`src/inc/angle_postproc_defs.svh`:
```
// register indices, field positions, reset values and timing figures
// assumes inclusion by bare name from the angle post-processing files
`ifndef ANGLE_POSTPROC_DEFS_SVH
`define ANGLE_POSTPROC_DEFS_SVH
// register indices, byte address is four times the index
`define IDX_SEC_LIN_LOW 8'h32
`define IDX_ENC_REPORT 8'h3D
`define IDX_PRIM_CFG 8'h3E
`define IDX_SEC_CFG 8'h3F
`define IDX_TURNS_STAT 8'h40
`define IDX_ENC_STAT 8'h41
`define CFG_RESET 26'h0000000
// encoder report register fields
`define F_COUNTUP_RPT 25
`define F_SLEW_DLY 24
`define F_FAULT_MODE 23:22
// per-channel configuration fields; the last one is in the secondary linearization low register
`define F_ENCODER_ANGLE_HYSTERESIS 25:23
`define F_CLK_SCALE 22:20
`define F_CAL_OFF 18
`define F_SLEEP 17:14
`define F_LIN_ON 13
`define F_INIT_SEL 12
`define F_DIR 11
`define F_MOTION_SEL 9
`define F_OFFSET 10:0
`define F_SPARE 25:20
`define F_ACC_RATE 19:18
`define F_SEC_HYST_OFF 12
// angle scaling: offset lsb is 16 lsb of the 16-bit angle
`define OFFSET_SHIFT 4
// 5.625 deg turns band in 16-bit angle lsb
`define TURNS_BAND 14'h0400
`define CLK_SCALE_REF 3'h7
// timing
`define CLK_PERIOD_NS 50
`define ACC_BASE_PERIOD_NS 1024000
`endif

```
`src/inc/angle_postproc_pkg.sv`:
```
// types shared by the angle post-processing design
// assumes nothing of its surroundings
package angle_postproc_pkg;
  typedef logic [15:0] angle_t;
  typedef enum logic [1:0] {
    FAULT_HIZ = 2'b00,
    FAULT_INPHASE = 2'b01,
    FAULT_NONE = 2'b10,
    FAULT_INPHASE_ALT = 2'b11
  } fault_mode_e;
  typedef enum logic [1:0] {
    ENC_IDLE = 2'b00,
    ENC_COUNTUP = 2'b01,
    ENC_TRACK = 2'b10,
    ENC_FAULT = 2'b11
  } enc_state_e;
endpackage : angle_postproc_pkg

```
`src/core/turns_tracker.sv`:
```
// quarter-turn counter with boundary hysteresis for one channel
// assumes angle samples on the same clock, direction already applied
`timescale 1ns/10ps
`default_nettype none
`include "angle_postproc_defs.svh"
module turns_tracker
  import angle_postproc_pkg::*;
#(
  parameter int CNT_W = 16
)(
  input wire logic clk,
  input wire logic rst,
  input wire logic sample,
  input wire angle_t angle,
  input wire angle_t init_angle,
  input wire logic hyst_on,
  input wire logic init_sel,
  output logic [CNT_W-1:0] count_ff
);
  logic started_ff;
  logic [1:0] quad_ff;
  logic near_edge;
  logic [1:0] quad_step;

  // inside the dead band around a quadrant boundary
  assign near_edge = (angle[13:0] < `TURNS_BAND) ||
                     (angle[13:0] >= (14'h3FFF - `TURNS_BAND + 14'h0001));
  assign quad_step = angle[15:14] - quad_ff;

  // first sample initialises, later ones count boundary crossings
  always_ff @(posedge clk or posedge rst)
  begin
    if (rst)
    begin
      started_ff <= 1'b0;
      quad_ff <= 2'h0;
      count_ff <= '0;
    end
    else if (sample && !started_ff)
    begin
      started_ff <= 1'b1;
      quad_ff <= angle[15:14];
      count_ff <= init_sel ? CNT_W'(init_angle[15:14]) : '0;
    end
    else if (sample && (!hyst_on || !near_edge))
    begin
      quad_ff <= angle[15:14];
      if (quad_step == 2'h1)
        count_ff <= count_ff + 1'b1;
      else if (quad_step == 2'h3)
        count_ff <= count_ff - 1'b1;
    end
  end
endmodule : turns_tracker
`default_nettype wire

```
`src/core/angle_postproc.sv`:
```
// angle post-processing: configuration registers on avalon-mm, direction,
// offset, turns counting, encoder slew/hysteresis/fault report, motion
// assumes angle samples, fault and slew setting come from same-clock logic
`timescale 1ns/10ps
`default_nettype none
`include "angle_postproc_defs.svh"
// Summary of operation
// - turns count frozen within 5.625 deg of quadrant boundaries when hysteresis on
// - secondary turns hysteresis applied when its off bit is clear
// - count-up report bit enables the count-up completion frame request
// - zero encoder slew setting disables count-up entirely
// - slew delay bit restarts encoder from zero at start-up and after fault
// - fault mode: 0 high-z, 1 and 3 in phase, 2 no report
// - encoder hysteresis threshold is 2 to the (setting+1) angle lsb
// - clock scale field sets assumed serial clock for motion scaling
// - motion channel bit picks primary (0) or secondary (1) angle
// - calibration active on primary only, off when disable bit set
// - sleep interval field sets low-power turns tracking sleep time
// - primary linearization enabled when its bit is one
// - turns count starts at 0 or at the primary quadrant number
// - direction bit zero counts counter-clockwise, one clockwise
// - each channel adds its offset times 360/4096 deg to its angle
// - spare bits are stored and affect no output
// - acceleration period 8.192, 1.024, 2.048 or 4.096 ms by selection
module angle_postproc
  import angle_postproc_pkg::*;
#(
  parameter int TICK_CYCLES = `ACC_BASE_PERIOD_NS / `CLK_PERIOD_NS,
  parameter int TURNS_W = 16,
  parameter logic [15:0] ENC_STEP = 16'h0010
)(
  input wire logic REF_CLK,
  input wire logic RESET,
  input wire logic [9:0] AVS_ADDRESS,
  input wire logic AVS_READ,
  input wire logic AVS_WRITE,
  input wire logic [31:0] AVS_WRITEDATA,
  input wire logic [3:0] AVS_BYTEENABLE,
  output logic [31:0] AVS_READDATA,
  output logic AVS_WAITREQUEST,
  input wire logic [15:0] PRIM_ANGLE_IN,
  input wire logic [15:0] SEC_ANGLE_IN,
  input wire logic ANGLE_STROBE,
  input wire logic FAULT,
  input wire logic [5:0] ENC_SLEW_SETTING,
  output logic [15:0] PRIM_ANGLE_OUT,
  output logic [15:0] SEC_ANGLE_OUT,
  output logic [TURNS_W-1:0] PRIM_TURNS,
  output logic [TURNS_W-1:0] SEC_TURNS,
  output logic ENC_A,
  output logic ENC_B,
  output logic ENC_OE_N,
  output logic COUNTUP_DONE,
  output logic [15:0] VELOCITY,
  output logic [15:0] ACCEL,
  output logic CAL_ENABLE,
  output logic PRIM_LIN_ENABLE,
  output logic [3:0] SLEEP_INTERVAL
);
  localparam int TW = $clog2(TICK_CYCLES);

  // turns status word reads sixteen bits of each counter
  if (TICK_CYCLES < 2 || TURNS_W < 16 || ENC_STEP == 16'h0000)
  begin : g_bad_param
    $error("angle_postproc: parameter out of range");
  end

  logic wait_ff;
  logic [31:0] rdata_ff;
  logic [25:0] enc_report_ff, prim_cfg_ff, sec_cfg_ff, sec_lin_low_ff;
  logic [7:0] idx;
  logic wr_take;
  logic out_valid_ff;
  logic cal_en_ff, lin_en_ff;
  logic [3:0] sleep_ff;
  enc_state_e enc_state_ff;
  angle_t enc_target_ff, enc_pos_ff;
  logic [5:0] slew_cnt_ff;
  logic slew_tick;
  logic enc_a_ff, enc_b_ff, enc_oe_n_ff, countup_done_ff;
  logic [TW-1:0] tick_cnt_ff;
  logic [2:0] acc_div_ff;
  angle_t motion_last_ff, vel_ff, vel_ref_ff, acc_ff;
  angle_t motion_src, vel_raw;
  logic [16:0] hyst_thr;
  logic [1:0] enc_quad;
  fault_mode_e fault_mode;

  // merge write data into a 26-bit register under byte enables
  function automatic logic [25:0] merge_be(input logic [25:0] old,
                                           input logic [31:0] wd,
                                           input logic [3:0] be);
    logic [31:0] res;
    res = {6'h00, old};
    for (int i = 0; i < 4; i++)
      if (be[i])
        res[i*8 +: 8] = wd[i*8 +: 8];
    return res[25:0];
  endfunction : merge_be

  // direction then offset, wrapping at a full turn
  function automatic angle_t apply_cfg(input angle_t raw, input logic dir,
                                       input logic [10:0] offs);
    angle_t dirv;
    dirv = dir ? angle_t'(16'h0000 - raw) : raw;
    return angle_t'(dirv + {1'b0, offs, 4'h0});
  endfunction : apply_cfg

  // magnitude of a wrapped angle difference
  function automatic logic [16:0] wrap_mag(input angle_t a, input angle_t b);
    angle_t d;
    d = angle_t'(a - b);
    return d[15] ? {1'b0, angle_t'(16'h0000 - d)} : {1'b0, d};
  endfunction : wrap_mag

  // one slew step of the encoder position toward its target
  function automatic angle_t step_toward(input angle_t pos, input angle_t tgt);
    angle_t d;
    d = angle_t'(tgt - pos);
    if (wrap_mag(tgt, pos) <= {1'b0, ENC_STEP})
      return tgt;
    return d[15] ? angle_t'(pos - ENC_STEP) : angle_t'(pos + ENC_STEP);
  endfunction : step_toward

  // motion value scaled to the declared serial clock
  function automatic angle_t scale_motion(input angle_t v, input logic [2:0] sel);
    logic [2:0] sh;
    sh = `CLK_SCALE_REF - sel;
    return angle_t'($signed(v) >>> sh);
  endfunction : scale_motion

  // acceleration period in base ticks, minus one
  function automatic logic [2:0] acc_len_m1(input logic [1:0] sel);
    unique case (sel)
      2'h0: return 3'h7;
      2'h1: return 3'h0;
      2'h2: return 3'h1;
      2'h3: return 3'h3;
    endcase
  endfunction : acc_len_m1

  assign idx = AVS_ADDRESS[9:2];
  assign wr_take = AVS_WRITE && !wait_ff;

  // one-wait-state answer to every read or write
  always_ff @(posedge REF_CLK or posedge RESET)
  begin
    if (RESET)
      wait_ff <= 1'b1;
    else if ((AVS_READ || AVS_WRITE) && wait_ff)
      wait_ff <= 1'b0;
    else
      wait_ff <= 1'b1;
  end

  // read data captured as the wait state is dropped
  always_ff @(posedge REF_CLK or posedge RESET)
  begin
    if (RESET)
      rdata_ff <= 32'h00000000;
    else if (AVS_READ && wait_ff)
    begin
      unique case (idx)
        `IDX_SEC_LIN_LOW: rdata_ff <= {6'h00, sec_lin_low_ff};
        `IDX_ENC_REPORT: rdata_ff <= {6'h00, enc_report_ff};
        `IDX_PRIM_CFG: rdata_ff <= {6'h00, prim_cfg_ff};
        `IDX_SEC_CFG: rdata_ff <= {6'h00, sec_cfg_ff};
        `IDX_TURNS_STAT: rdata_ff <= {SEC_TURNS[15:0], PRIM_TURNS[15:0]};
        `IDX_ENC_STAT: rdata_ff <= {28'h0000000, FAULT, enc_state_ff, out_valid_ff};
        default: rdata_ff <= 32'h00000000;
      endcase
    end
  end

  // configuration registers; spare bits only stored and read back
  always_ff @(posedge REF_CLK or posedge RESET)
  begin
    if (RESET)
    begin
      enc_report_ff <= `CFG_RESET;
      prim_cfg_ff <= `CFG_RESET;
      sec_cfg_ff <= `CFG_RESET;
      sec_lin_low_ff <= `CFG_RESET;
    end
    else if (wr_take)
    begin
      if (idx == `IDX_ENC_REPORT)
        enc_report_ff <= merge_be(enc_report_ff, AVS_WRITEDATA, AVS_BYTEENABLE);
      if (idx == `IDX_PRIM_CFG)
        prim_cfg_ff <= merge_be(prim_cfg_ff, AVS_WRITEDATA, AVS_BYTEENABLE);
      if (idx == `IDX_SEC_CFG)
        sec_cfg_ff <= merge_be(sec_cfg_ff, AVS_WRITEDATA, AVS_BYTEENABLE);
      if (idx == `IDX_SEC_LIN_LOW)
        sec_lin_low_ff <= merge_be(sec_lin_low_ff, AVS_WRITEDATA, AVS_BYTEENABLE);
    end
  end

  // control lines to the calibration, linearization and low-power logic
  always_ff @(posedge REF_CLK or posedge RESET)
  begin
    if (RESET)
    begin
      cal_en_ff <= 1'b1;
      lin_en_ff <= 1'b0;
      sleep_ff <= 4'h0;
    end
    else
    begin
      cal_en_ff <= !prim_cfg_ff[`F_CAL_OFF];
      lin_en_ff <= prim_cfg_ff[`F_LIN_ON];
      sleep_ff <= prim_cfg_ff[`F_SLEEP];
    end
  end

  // direction and offset per channel on each new sample
  always_ff @(posedge REF_CLK or posedge RESET)
  begin
    if (RESET)
    begin
      PRIM_ANGLE_OUT <= 16'h0000;
      SEC_ANGLE_OUT <= 16'h0000;
      out_valid_ff <= 1'b0;
    end
    else
    begin
      out_valid_ff <= ANGLE_STROBE;
      if (ANGLE_STROBE)
      begin
        PRIM_ANGLE_OUT <= apply_cfg(PRIM_ANGLE_IN, prim_cfg_ff[`F_DIR],
                                    prim_cfg_ff[`F_OFFSET]);
        SEC_ANGLE_OUT <= apply_cfg(SEC_ANGLE_IN, sec_cfg_ff[`F_DIR],
                                   sec_cfg_ff[`F_OFFSET]);
      end
    end
  end

  // turns counters follow the processed angles; init from primary angle
  turns_tracker #(.CNT_W(TURNS_W)) u_prim_turns (
    .clk(REF_CLK),
    .rst(RESET),
    .sample(out_valid_ff),
    .angle(PRIM_ANGLE_OUT),
    .init_angle(PRIM_ANGLE_OUT),
    .hyst_on(1'b1),
    .init_sel(prim_cfg_ff[`F_INIT_SEL]),
    .count_ff(PRIM_TURNS)
  );
  turns_tracker #(.CNT_W(TURNS_W)) u_sec_turns (
    .clk(REF_CLK),
    .rst(RESET),
    .sample(out_valid_ff),
    .angle(SEC_ANGLE_OUT),
    .init_angle(PRIM_ANGLE_OUT),
    .hyst_on(!sec_lin_low_ff[`F_SEC_HYST_OFF]),
    .init_sel(sec_cfg_ff[`F_INIT_SEL]),
    .count_ff(SEC_TURNS)
  );

  // slew divider: one tick per ENC_SLEW_SETTING cycles
  assign slew_tick = (ENC_SLEW_SETTING != 6'h00) &&
                     (slew_cnt_ff >= ENC_SLEW_SETTING - 6'h01);
  always_ff @(posedge REF_CLK or posedge RESET)
  begin
    if (RESET)
      slew_cnt_ff <= 6'h00;
    else if (slew_tick || ENC_SLEW_SETTING == 6'h00)
      slew_cnt_ff <= 6'h00;
    else
      slew_cnt_ff <= slew_cnt_ff + 6'h01;
  end

  // shift amount widened so setting 7 gives 2^8, not a wrapped 2^0
  assign hyst_thr = 17'h00001 << (4'(prim_cfg_ff[`F_ENCODER_ANGLE_HYSTERESIS]) + 4'h1);
  assign fault_mode = fault_mode_e'(enc_report_ff[`F_FAULT_MODE]);

  // encoder position: start-up, count-up, tracking and fault hold
  always_ff @(posedge REF_CLK or posedge RESET)
  begin
    if (RESET)
    begin
      enc_state_ff <= ENC_IDLE;
      enc_target_ff <= 16'h0000;
      enc_pos_ff <= 16'h0000;
      countup_done_ff <= 1'b0;
    end
    else
    begin
      countup_done_ff <= 1'b0;
      unique case (enc_state_ff)
        ENC_IDLE, ENC_FAULT:
        begin
          if (!FAULT && (out_valid_ff || enc_state_ff == ENC_FAULT))
          begin
            enc_target_ff <= PRIM_ANGLE_OUT;
            if (enc_report_ff[`F_SLEW_DLY] && ENC_SLEW_SETTING != 6'h00)
            begin
              enc_pos_ff <= 16'h0000;
              enc_state_ff <= ENC_COUNTUP;
            end
            else
            begin
              enc_pos_ff <= PRIM_ANGLE_OUT;
              enc_state_ff <= ENC_TRACK;
            end
          end
        end
        ENC_COUNTUP, ENC_TRACK:
        begin
          if (FAULT)
            enc_state_ff <= ENC_FAULT;
          else
          begin
            if (wrap_mag(PRIM_ANGLE_OUT, enc_target_ff) >= hyst_thr)
              enc_target_ff <= PRIM_ANGLE_OUT;
            if (ENC_SLEW_SETTING == 6'h00)
              enc_pos_ff <= enc_target_ff;
            else if (slew_tick)
              enc_pos_ff <= step_toward(enc_pos_ff, enc_target_ff);
            if (enc_state_ff == ENC_COUNTUP &&
                (enc_pos_ff == enc_target_ff || ENC_SLEW_SETTING == 6'h00))
            begin
              enc_state_ff <= ENC_TRACK;
              countup_done_ff <= enc_report_ff[`F_COUNTUP_RPT] &&
                                 ENC_SLEW_SETTING != 6'h00;
            end
          end
        end
      endcase
    end
  end

  // quadrature pins with fault reporting
  assign enc_quad = enc_pos_ff[5:4];
  always_ff @(posedge REF_CLK or posedge RESET)
  begin
    if (RESET)
    begin
      enc_a_ff <= 1'b0;
      enc_b_ff <= 1'b0;
      enc_oe_n_ff <= 1'b1;
    end
    else if (FAULT && fault_mode == FAULT_HIZ)
      enc_oe_n_ff <= 1'b1;
    else if (FAULT && fault_mode != FAULT_NONE)
    begin
      enc_a_ff <= 1'b1;
      enc_b_ff <= 1'b1;
      enc_oe_n_ff <= 1'b0;
    end
    else
    begin
      enc_a_ff <= enc_quad[1];
      enc_b_ff <= enc_quad[1] ^ enc_quad[0];
      enc_oe_n_ff <= (enc_state_ff == ENC_IDLE);
    end
  end

  // base tick and acceleration period divider
  always_ff @(posedge REF_CLK or posedge RESET)
  begin
    if (RESET)
    begin
      tick_cnt_ff <= '0;
      acc_div_ff <= 3'h0;
    end
    else if (tick_cnt_ff == TW'(TICK_CYCLES - 1))
    begin
      tick_cnt_ff <= '0;
      if (acc_div_ff >= acc_len_m1(sec_cfg_ff[`F_ACC_RATE]))
        acc_div_ff <= 3'h0;
      else
        acc_div_ff <= acc_div_ff + 3'h1;
    end
    else
      tick_cnt_ff <= tick_cnt_ff + 1'b1;
  end

  // velocity per base tick and acceleration per selected period
  assign motion_src = prim_cfg_ff[`F_MOTION_SEL] ? SEC_ANGLE_OUT : PRIM_ANGLE_OUT;
  assign vel_raw = scale_motion(angle_t'(motion_src - motion_last_ff),
                                prim_cfg_ff[`F_CLK_SCALE]);
  always_ff @(posedge REF_CLK or posedge RESET)
  begin
    if (RESET)
    begin
      motion_last_ff <= 16'h0000;
      vel_ff <= 16'h0000;
      vel_ref_ff <= 16'h0000;
      acc_ff <= 16'h0000;
    end
    else if (tick_cnt_ff == TW'(TICK_CYCLES - 1))
    begin
      motion_last_ff <= motion_src;
      vel_ff <= vel_raw;
      if (acc_div_ff >= acc_len_m1(sec_cfg_ff[`F_ACC_RATE]))
      begin
        acc_ff <= angle_t'(vel_raw - vel_ref_ff);
        vel_ref_ff <= vel_raw;
      end
    end
  end

  assign AVS_WAITREQUEST = wait_ff;
  assign AVS_READDATA = rdata_ff;
  assign ENC_A = enc_a_ff;
  assign ENC_B = enc_b_ff;
  assign ENC_OE_N = enc_oe_n_ff;
  assign COUNTUP_DONE = countup_done_ff;
  assign VELOCITY = vel_ff;
  assign ACCEL = acc_ff;
  assign CAL_ENABLE = cal_en_ff;
  assign PRIM_LIN_ENABLE = lin_en_ff;
  assign SLEEP_INTERVAL = sleep_ff;
endmodule : angle_postproc
`default_nettype wire

```
`config.mk`:
```
export PLATFORM = sky130hd
export DESIGN_NAME = angle_postproc
export DESIGN_NICKNAME = d
export VERILOG_FILES = /design/src/inc/angle_postproc_pkg.sv /design/src/core/turns_tracker.sv /design/src/core/angle_postproc.sv
export VERILOG_INCLUDE_DIRS = /design/src /design/src/inc
export SDC_FILE = /design/constraint.sdc
export NUM_CORES = 1
export LEC_CHECK = 0
export ABC_AREA = 0
export BUFFER_PORTS_ARGS = -buffer_cell sky130_fd_sc_hd__buf_4
export CORE_MARGIN = 1
export CORE_UTILIZATION = 55
export DETAILED_ROUTE_END_ITERATION = 8
export MAX_ROUTING_LAYER = met4
export PLACE_DENSITY_LB_ADDON = 0.3
export SETUP_SLACK_MARGIN = 0.2
export SKIP_CTS_REPAIR_TIMING = 1
export SLEW_MARGIN = 20
export SYNTH_ARGS = -nofsm -noshare
export SYNTH_HDL_FRONTEND = slang
export SYNTH_SLANG_ARGS = --single-unit
export TNS_END_PERCENT = 30
```
`constraint.sdc`:
```
create_clock -name REF_CLK -period 12.4 [get_ports REF_CLK]
set_input_delay 2.48 -clock REF_CLK [delete_from_list [all_inputs] [get_ports REF_CLK]]
set_output_delay 2.48 -clock REF_CLK [all_outputs]
set_load 0.05 [all_outputs]
```
* Word level (Yosys, flattened, before mapping)
Cells that the tools add are included.
W data, S select, Z words.
** Storage, ports and cells
- Bits in registers :: 340
- Input bits :: 90
- Output and inout bits :: 139
- Logic and storage cells :: 220
** Cells by class
- Add/subtract/negate cells :: 24
- Magnitude comparators :: 8
- Equality and inequality tests :: 24
- Shift operators :: 2
- Muxes and demuxes :: 56
- Bitwise gates (word level) :: 1
- Reductions and logical operators :: 61
** Operators by type and width (count)
- $mux W16 :: 24
- $pmux W32 S6 :: 1
- $pmux W16 S2 :: 2
- $sub A1 B16 Y16 const A :: 4
- $sub A16 B16 Y16 :: 4
- $reduce_and A3 Y1 :: 18
- $add A16 B1 Y16 const B :: 2
- $add A16 B15 Y16 :: 2
- $eq A8 B6 Y1 const B :: 4
- $sub A16 B1 Y16 const B :: 2
- $ge A14 B14 Y1 const B :: 2
- $lt A14 B11 Y1 const B :: 2
- $mux W2 :: 10
- $ge A16 B17 Y1 :: 1
- $shl A1 B4 Y17 const A :: 1
- $add A16 B5 Y16 const B :: 1
- $eq A16 B16 Y1 :: 1
- $eq A8 B7 Y1 const B :: 2
- $le A16 B5 Y1 const B :: 1
- $sshr A16 B3 Y16 :: 1
- $sub A16 B5 Y16 const B :: 1
- $add A15 B1 Y15 const B :: 1
- $eq A15 B15 Y1 const B :: 1
- $mux W15 :: 1
- other kinds (28) :: 87

* Longest topological paths before layout
Gate-level depths: netlist of the first run.
- Word-level depth :: 14
- Gate-level depth with buffers :: 29
- Depth with buffers taken out :: 27

* Hierarchy
From an unflattened synthesis of the first run, not the netlist that was laid out.
** Unflattened totals
- Cells, all modules :: 2281
- Area, all modules :: 22342.7 um^2
** By module, submodules not included
- angle_postproc :: instances 1, cells each 1975, area an instance 19414.9 um^2, seq. area each 7561.0 um^2
- turns_tracker :: instances 2, cells each 153, area an instance 1463.9 um^2, seq. area each 475.5 um^2

* Worst setup path after synthesis of the first run
No wires, ideal clock.
- Path kind :: register to register
- From :: register PRIM_ANGLE_OUT[1]
- To :: register enc_target_ff[2]
- Library setup time :: 0.125 ns
- Arrival :: 5.905 ns
- Data required time :: 12.275 ns
- Setup slack :: 6.370 ns
- Cell stages (with the launch flop) :: 25
- Path buffers :: 1
- Period minus slack after synthesis :: 6.030 ns
- Path through :: dfrtp_1 > ha_1 > nor2b_1 > o21ai_0 > a21boi_0 > o211ai_1 > a21oi_1 > o31ai_1 > o2111ai_1 > a21oi_1 > xor2_1 > nor2_1 > a21oi_1 > ha_1 > a21o_1 > a21o_1 > a21o_1 > a21o_1 > a21o_1 > a2111oi_0 > or4_1 > a31oi_1 > o31ai_1 > buf_2 > mux2_2
** On the way
- Cells in the longest elaborated chain, start to end :: 6
** RTL lines
- start: declaration :: line angle_postproc.sv:46 : output logic [15:0] PRIM_ANGLE_OUT,
- start signal: assignment :: line angle_postproc.sv:229 : PRIM_ANGLE_OUT <= apply_cfg(PRIM_ANGLE_IN, prim_cfg_ff[`F_DIR],
- $sub A16 B16 Y16 (*) :: line angle_postproc.sv:112 : d = angle_t'(a - b);
- $sub A1 B16 Y16 :: line angle_postproc.sv:113 : return d[15] ? {1'b0, angle_t'(16'h0000 - d)} : {1'b0, d};
- $mux W16 (*) :: line angle_postproc.sv:113
- $ge A16 B17 Y1 (*) :: line angle_postproc.sv:313 : if (wrap_mag(PRIM_ANGLE_OUT, enc_target_ff) >= hyst_thr)
- $ne A2 B2 Y1 (no line) (*)
- $reduce_and A3 Y1 (no line) (*)
- end signal: assignment :: line angle_postproc.sv:282 : enc_target_ff <= 16'h0000;
- end signal: assignment :: line angle_postproc.sv:294 : enc_target_ff <= PRIM_ANGLE_OUT;
- end signal: assignment :: line angle_postproc.sv:314 : enc_target_ff <= PRIM_ANGLE_OUT;
- end: declaration :: line angle_postproc.sv:77 : angle_t enc_target_ff, enc_pos_ff;
Mark *: on every way between the ends. The rest lies on a longest branch, timed or not.
A chain may end at the register's enable or synchronous reset.

* Worst setup path in the final report of the first run
- From :: register enc_target_ff[1]
- To :: register enc_target_ff[11]
** On the way
- Cells in the longest elaborated chain, start to end :: 6
** RTL lines (line)
- $sub A16 B16 Y16 (*) :: angle_postproc.sv:112
- $sub A1 B16 Y16 :: angle_postproc.sv:113
- $mux W16 (*) :: angle_postproc.sv:113
- $ge A16 B17 Y1 (*) :: angle_postproc.sv:313
- $ne A2 B2 Y1 (no line) (*)
- $reduce_and A3 Y1 (no line) (*)
Marks and branches as above.

==> metrics.csv, run 1 <==
metric;value;unit
start_util;55.8;%
syn_area_per_cell;9.68;sq um
cp.depth;25;
yosysWarningCount;0;
total_power;6.45;mW
n_fill_cell;3199;
syn_area;0.0222;sq mm
status;completed;
cp.arrival;7020;ps
drc_errors;0;
first_iter_violations;1057;
die-width;203;um
firstDrtPassIters;5;
clkLatencyLatePin;580;ps
leakage;12.0;nW
coreArea;0.0398;sq mm
cts_buffers;39;
nNetsFinal;2758;
grt_max_degree;172;
clock_power_share;17.7;%
pin_count;229;
wl;60.0;mm
tns;0;ps
track_usage;30.3;%
start_kind;flip-flop;
crit_path_end_kind;flip-flop;
io_buffers;220;
crit_path_frequent_cell;a21o_1;
syn_inst;2296;
drive_gt1_share;20.4;%
finalWorstPathRequiredPeriod;6580;ps
cp_max_fo;12;
wl_per_cell;19.7;um
setup_ws;5820;ps
synthFlopType;dfrtp_1;
drtAntennaViolNets;0;
worstReg2RegStart;enc_target_ff[1];
die_h;203;um
grt_pass1_vias;18400;
dpl.hpwl;44.2;mm
synthXorXnorAreaFrac;6.74;%
synthMuxAreaShare;11.8;%
min_from;prim_cfg_ff[13];
gr-total-overflow;0;
mostFrequentLayoutCells;dfrtp_1 (337), buf_4 (237), nand2_1 (212);
required;12840;ps
seq_area;0.00851;sq mm
cts.htree.levels;2;
rr_worst_depth;25;
critical-path-top-delay-family;compound AO/OA/AOI/OAI gates;
min_period_over_period;53.1;%
setup_viol;0;
crit_type;flip-flop to flip-flop;
synth_edf_count;0;
hold_class;flip-flop to flip-flop;
powerDensity;251;mW/mm^2
timing.slew.headroom;24.5;%
path_buf_inv;2;
hold_depth;0;
startpoint;enc_target_ff[1];
core.rowCount;73;
synth_cell_types;84;
dieArea;0.0412;sq mm
place_ws;5860;ps
synth_top_family_by_area;compound AO/OA/AOI/OAI gates;
vias_per_cell;6.05;
antenna_found_initial;1;
ys_async_sr_fraction;100;%
power_switching;2.93;mW
fmax;152;MHz
synth-seq-area-share;38.3;%
p_int;3.52;mW
path_clk_slew;60;ps
multi_input_area;0.0129;sq mm
crit_path_max_incr_delay;580;ps
fin_skew;25.9;ps
vias;18400;
rsz0062_at_grt;false;
finalHoldViolations;0;
slowest_stage;o31ai_2;
finalMaxSlewViolations;0;
p_seq_share;22.3;%
swShare;45.5;%
cts_root_buf;clkbuf_16;
clockBufferDepth;3;
tritoncts;built;
tightest_slew;1120;ps
layout.cells.most_common;dfrtp_1;
combPwrFrac;60.0;%
clock_sinks;340;
gp_congestion;0.924;
synth-simple-area-share;12.6;%
synth_fa_ha_area_share;9.82;%
ir_worst_vdd;0.239;mV
cap_violations;0;
ys_ff_latch;340;
syn2layout_area_growth;15.5;%
grt_pass1_wl;96.2;mm
synth_compound_gate_area_share;17.0;%
==> through the flow <==
| step | std cells | instance area (sq um) | hold WS (ps) | utilization, % |
|---|---|---|---|---|
| 2_1_floorplan | 2302 | 22200 | 371 | - |
| 3_3_place_gp | 2983 | 24400 | 390 | 61.3 |
| 3_5_place_dp | 2983 | 24400 | 394 | 61.3 |
| 4_1_cts | 3050 | 25700 | 414 | 64.4 |
| 5_1_grt | 3051 | 25700 | 420 | 64.4 |
| 6_report | 3051 | 25700 | 410 | 64.4 |
==> power groups by stage <==
stage / logic [mW] / clock network [mW] / registers, mW
after floorplan: 2.83 / 0 / 1.60
after global placement: 3.67 / 0 / 1.44
after detailed placement: 3.80 / 0 / 1.45
after CTS: 3.83 / 1.16 / 1.44
after global routing: 4.27 / 1.20 / 1.46
final: 3.87 / 1.14 / 1.44
==> synth_stat cells, drive strengths merged, types with 10 or more instances <==
library cell	count	share of area, %
and3	12	0.34
inv	132	2.2
or3	26	0.73
mux2	172	8.7
buf	13	0.32
nand2b	11	0.31
a31oi	21	0.59
nor3	41	0.95
a22o	32	1.3
o21bai	22	0.74
a211oi	12	0.43
nor2	137	2.3
o21ai	178	4.1
xor2	42	1.7
nand2	212	3.6
o21a	18	0.61
nor4	10	0.42
ha	160	9.0
clkbuf	69	1.2
dfrtp	337	38
a21oi	124	2.8
o211ai	15	0.51
a21o	42	1.4
mux2i	61	2.7
a221o	22	0.99
nand3	54	1.2
o31ai	22	0.83
or2	12	0.35
nor2b	28	0.79
xnor2	129	5.1
==> worst register-to-register path: cells and delay by family, from the launching register on <==
kind | cells | cell delay (ps)
compound gates | 16 | 3780
xor+xnor | 1 | 500
fa+ha+maj | 2 | 530
buf+inv | 2 | 460
flops | 1 | 430
mux | 1 | 360
simple gates | 3 | 400
==> layer usage <==
| layer | GRT usage [%] | vias up | part of all wire (%) |
|---|---|---|---|
| met5 | - | - | 0 |
| li1 | - | 8645 | - |
| met4 | 11.1 | 0 | 3.5 |
| met1 | 37.9 | 9065 | 42 |
| met2 | 48.3 | 604 | 47 |
| met3 | 6.44 | 130 | 7.7 |
==> path summary, 6_finish.rpt <==
check | to | slack [ps]
setup / recovery | enc_target_ff[11] | 5820
hold / removal | PRIM_LIN_ENABLE | 410
setup reg to reg | enc_target_ff[11] | 5820
hold reg to reg | PRIM_LIN_ENABLE | 410
max in group asynchronous | ACCEL[13] | 8960
min in group asynchronous | u_prim_turns.count_ff[9] | 2030
==> cell families after synthesis <==
family	count (synthesis)
other	2
DFF	340
xor gates and xnor gates	171
and+or+nand+nor	589
adders and majority gates	169
muxes	236
AOI/OAI and AO/OA	574
buffers and inverters	215
==> area by class of cell <==
class	count	share of cell area [%]
Antenna cell	1	0.00975
Clock buffer	55	4.39
Clock inverter	12	0.541
Inverter	133	1.97
Multi-Input combinational cell	1747	50.4
Sequential cell	340	33.2
Tap cell	525	2.56
Timing Repair Buffer	238	7.01
==> sequential cells by signal, summed over array words and instances, names as in the netlist, 3 cells and up <==
register	flops
ACCEL	16
SEC_ANGLE_OUT	16
VELOCITY	16
tick_cnt_ff	15
enc_target_ff	16
AVS_READDATA	32
acc_div_ff	3
motion_last_ff	16
enc_pos_ff	16
PRIM_ANGLE_OUT	16
sec_cfg_ff	26
u_prim_turns.count_ff	16
vel_ref_ff	16
u_sec_turns.count_ff	16
SLEEP_INTERVAL	4
enc_report_ff	26
prim_cfg_ff	26
sec_lin_low_ff	26
slew_cnt_ff	6
No activity file was read; power rests on OpenSTA's default activity.
==> inputs of run 2 (changes only) <==
--- a/config.mk
+++ b/config.mk
@@ -9,7 +9,7 @@
 export ABC_AREA = 0
 export BUFFER_PORTS_ARGS = -buffer_cell sky130_fd_sc_hd__buf_4
 export CORE_MARGIN = 1
-export CORE_UTILIZATION = 55
+export CORE_UTILIZATION = 60
 export DETAILED_ROUTE_END_ITERATION = 8
 export MAX_ROUTING_LAYER = met4
 export PLACE_DENSITY_LB_ADDON = 0.3
==> constraint.sdc (replaced) <==
create_clock -name REF_CLK -period 6.4 [get_ports REF_CLK]
set_input_delay 1.28 -clock REF_CLK [delete_from_list [all_inputs] [get_ports REF_CLK]]
set_output_delay 1.28 -clock REF_CLK [all_outputs]
set_load 0.05 [all_outputs]
==> metrics.csv, run 2 (same netlist as run 1, synthesis figures left out) <==
metric;value;unit;change
cap_violations;0;;unchanged
powerDensity;488;mW/mm^2;+94%
vias;18700;;+1.3%
start_kind;flip-flop;;
dieArea;0.0378;sq mm;-8.3%
gp_congestion;0.915;;-0.94%
required;6890;ps;-5950 ps
grt_pass1_wl;97.9;mm;+1.8%
cp_max_fo;17;;+5
combPwrFrac;60.5;%;+0.5 points
drtAntennaViolNets;0;;unchanged
worstReg2RegStart;enc_target_ff[2];;
crit_path_end_kind;flip-flop;;
setup_viol;0;;unchanged
fin_cells;3000;;-1.7%
cts_buffers;38;;-2.6%
vias_per_cell;6.23;;+3.1%
clock_sinks;340;;unchanged
grt_pass1_vias;18600;;+1.3%
timing.slew.headroom;24.5;%;about the same
mostFrequentLayoutCells;dfrtp_1 (336), buf_4 (241), nand2_1 (212);;
layout.cells.most_common;dfrtp_1;;
dpl.cell_count;2931;;-1.7%
die-width;194;um;-4.2%
wl_per_cell;20.2;um;+2.8%
path_clk_slew;60;ps;about the same
regToRegSetupSlack;540;ps;-5280 ps
io_buffers;220;;unchanged
fin_skew;24.1;ps;-1.88 ps
drc_errors;0;;unchanged
hold_depth;1;;+1
p_int;6.83;mW;+94%
leakage;12.0;nW;about the same
hold_class;flip-flop to flip-flop;;
finalHoldViolations;0;;unchanged
finalWorstPathRequiredPeriod;5860;ps;-719 ps
n_fill_cell;2756;;-14%
drive_gt1_share;20.8;%;+0.39 points
coreArea;0.0365;sq mm;-8.3%
firstDrtPassIters;8;;+3
tritoncts;built;;
swShare;45.5;%;+0.053 points
clkLatencyLatePin;570;ps;about the same
gr-total-overflow;0;;unchanged
p_seq_share;22.2;%;about the same
min_from;prim_cfg_ff[18];;
wl;60.7;mm;+1.1%
first_iter_violations;1300;;+23%
die_h;194;um;-4.2%
min_period_over_period;91.6;%;+39 points
clockBufferDepth;3;;unchanged
total_power;12.5;mW;+94%
hold_end;CAL_ENABLE;;
fmax;171;MHz;+12%
finalMaxSlewViolations;0;;unchanged
dpl.hpwl;43.9;mm;-0.70%
cts.htree.levels;2;;unchanged
nNetsFinal;2762;;+0.15%
clock_power_share;17.3;%;-0.4 points
ir_worst_vdd;0.425;mV;+78%
rr_worst_depth;19;;-24%
track_usage;33.4;%;+3.1 points
core.rowCount;70;;-4.1%
power_switching;5.70;mW;+95%
status;completed;;
largest_reg_flops;32;;unchanged
tns;0;ps;unchanged
antenna_found_initial;2;;+1
rsz0062_at_grt;true;;
pin_count;229;;unchanged
crit_type;flip-flop to flip-flop;;
post-route-util;70.3;%;+5.8 points
startpoint;enc_target_ff[2];;
cp.arrival;6350;ps;-670 ps
start_util;60.8;%;+5.0 points
tightest_slew;1130;ps;+11.8 ps
r2r_end;enc_pos_ff[15];;
grt_max_degree;155;;-9.9%
syn2layout_area_growth;15.5;%;about the same
cts_root_buf;clkbuf_16;;
==> run 2: changes by cell type in the layout (fill, tap and decap cells not counted), moves of 2 or more <==
cell        previous run  this run
a21oi_1              124       120
clkbuf_1               7        10
a21oi_2                0         4
buf_4                237       241
clkinv_2               4         7
clkinv_4               2         0
clkinvlp_4             1         3
clkbuf_8               9         5
==> run 2: metrics by stage <==
stage               cell area [sq um]  hold WS, ps  setup WS (ps)
floorplan                       22200          371            370
global placement                24400          384            472
detailed placement              24400          385            295
CTS                             25600          400            249
global route                    25700          413            107
finish                          25700          404            540
==> run 2: worst max-delay path: stages (launching register included) <==
cell and delay [ps]:
dfrtp_1 410, ha_1 340, or2_4 310, o221ai_1 470
a21oi_1 160, o41ai_2 410, xor2_1 590, inv_2 350
ha_1 360, a21o_1 180, a21oi_1 240, nor2b_1 80
o21a_1 200, o41ai_1 440, nor2_1 100, a211oi_1 380
a21oi_1 140, xnor2_1 160, or3_1 380, nand3_1 90
==> run 2: how the worst max path moves through the flow <==
stage,endpoint,slack [ps],depth (start not counted)
2_1_floorplan,enc_target_ff[2],370,24
3_3_place_gp,ACCEL[14],470,26
3_5_place_dp,ACCEL[14],300,26
4_1_cts,ACCEL[14],250,26
5_1_grt,enc_pos_ff[15],110,19
6_report,enc_pos_ff[15],540,19
==> run 2: power groups by stage <==
stage	combinational (mW)	clock, mW	sequential (mW)
2_1_floorplan	5.48	0	3.10
3_3_place_gp	7.11	0	2.79
3_5_place_dp	7.44	0	2.80
4_1_cts	7.51	2.20	2.76
5_1_grt	8.36	2.29	2.80
6_report	7.59	2.17	2.78
==> run 2: per-layer routing <==
layer | wire, um | GRT usage (%)
met3 | 4560 | 6.45
met2 | 28500 | 53.2
met4 | 1860 | 11.8
met5 | 0 | -
met1 | 25700 | 42.4
==> run 2: layout make-up <==
type	instances	area, sq um	area share [%]
inverter	133	503	1.96
antenna	2	5.00	0.0195
clock inverter	14	169	0.658
timing repair buffer	243	1850	7.20
multi-input combinational	1747	13000	50.6
clock buffer	53	1060	4.12
sequential	340	8510	33.2
tap	468	586	2.28
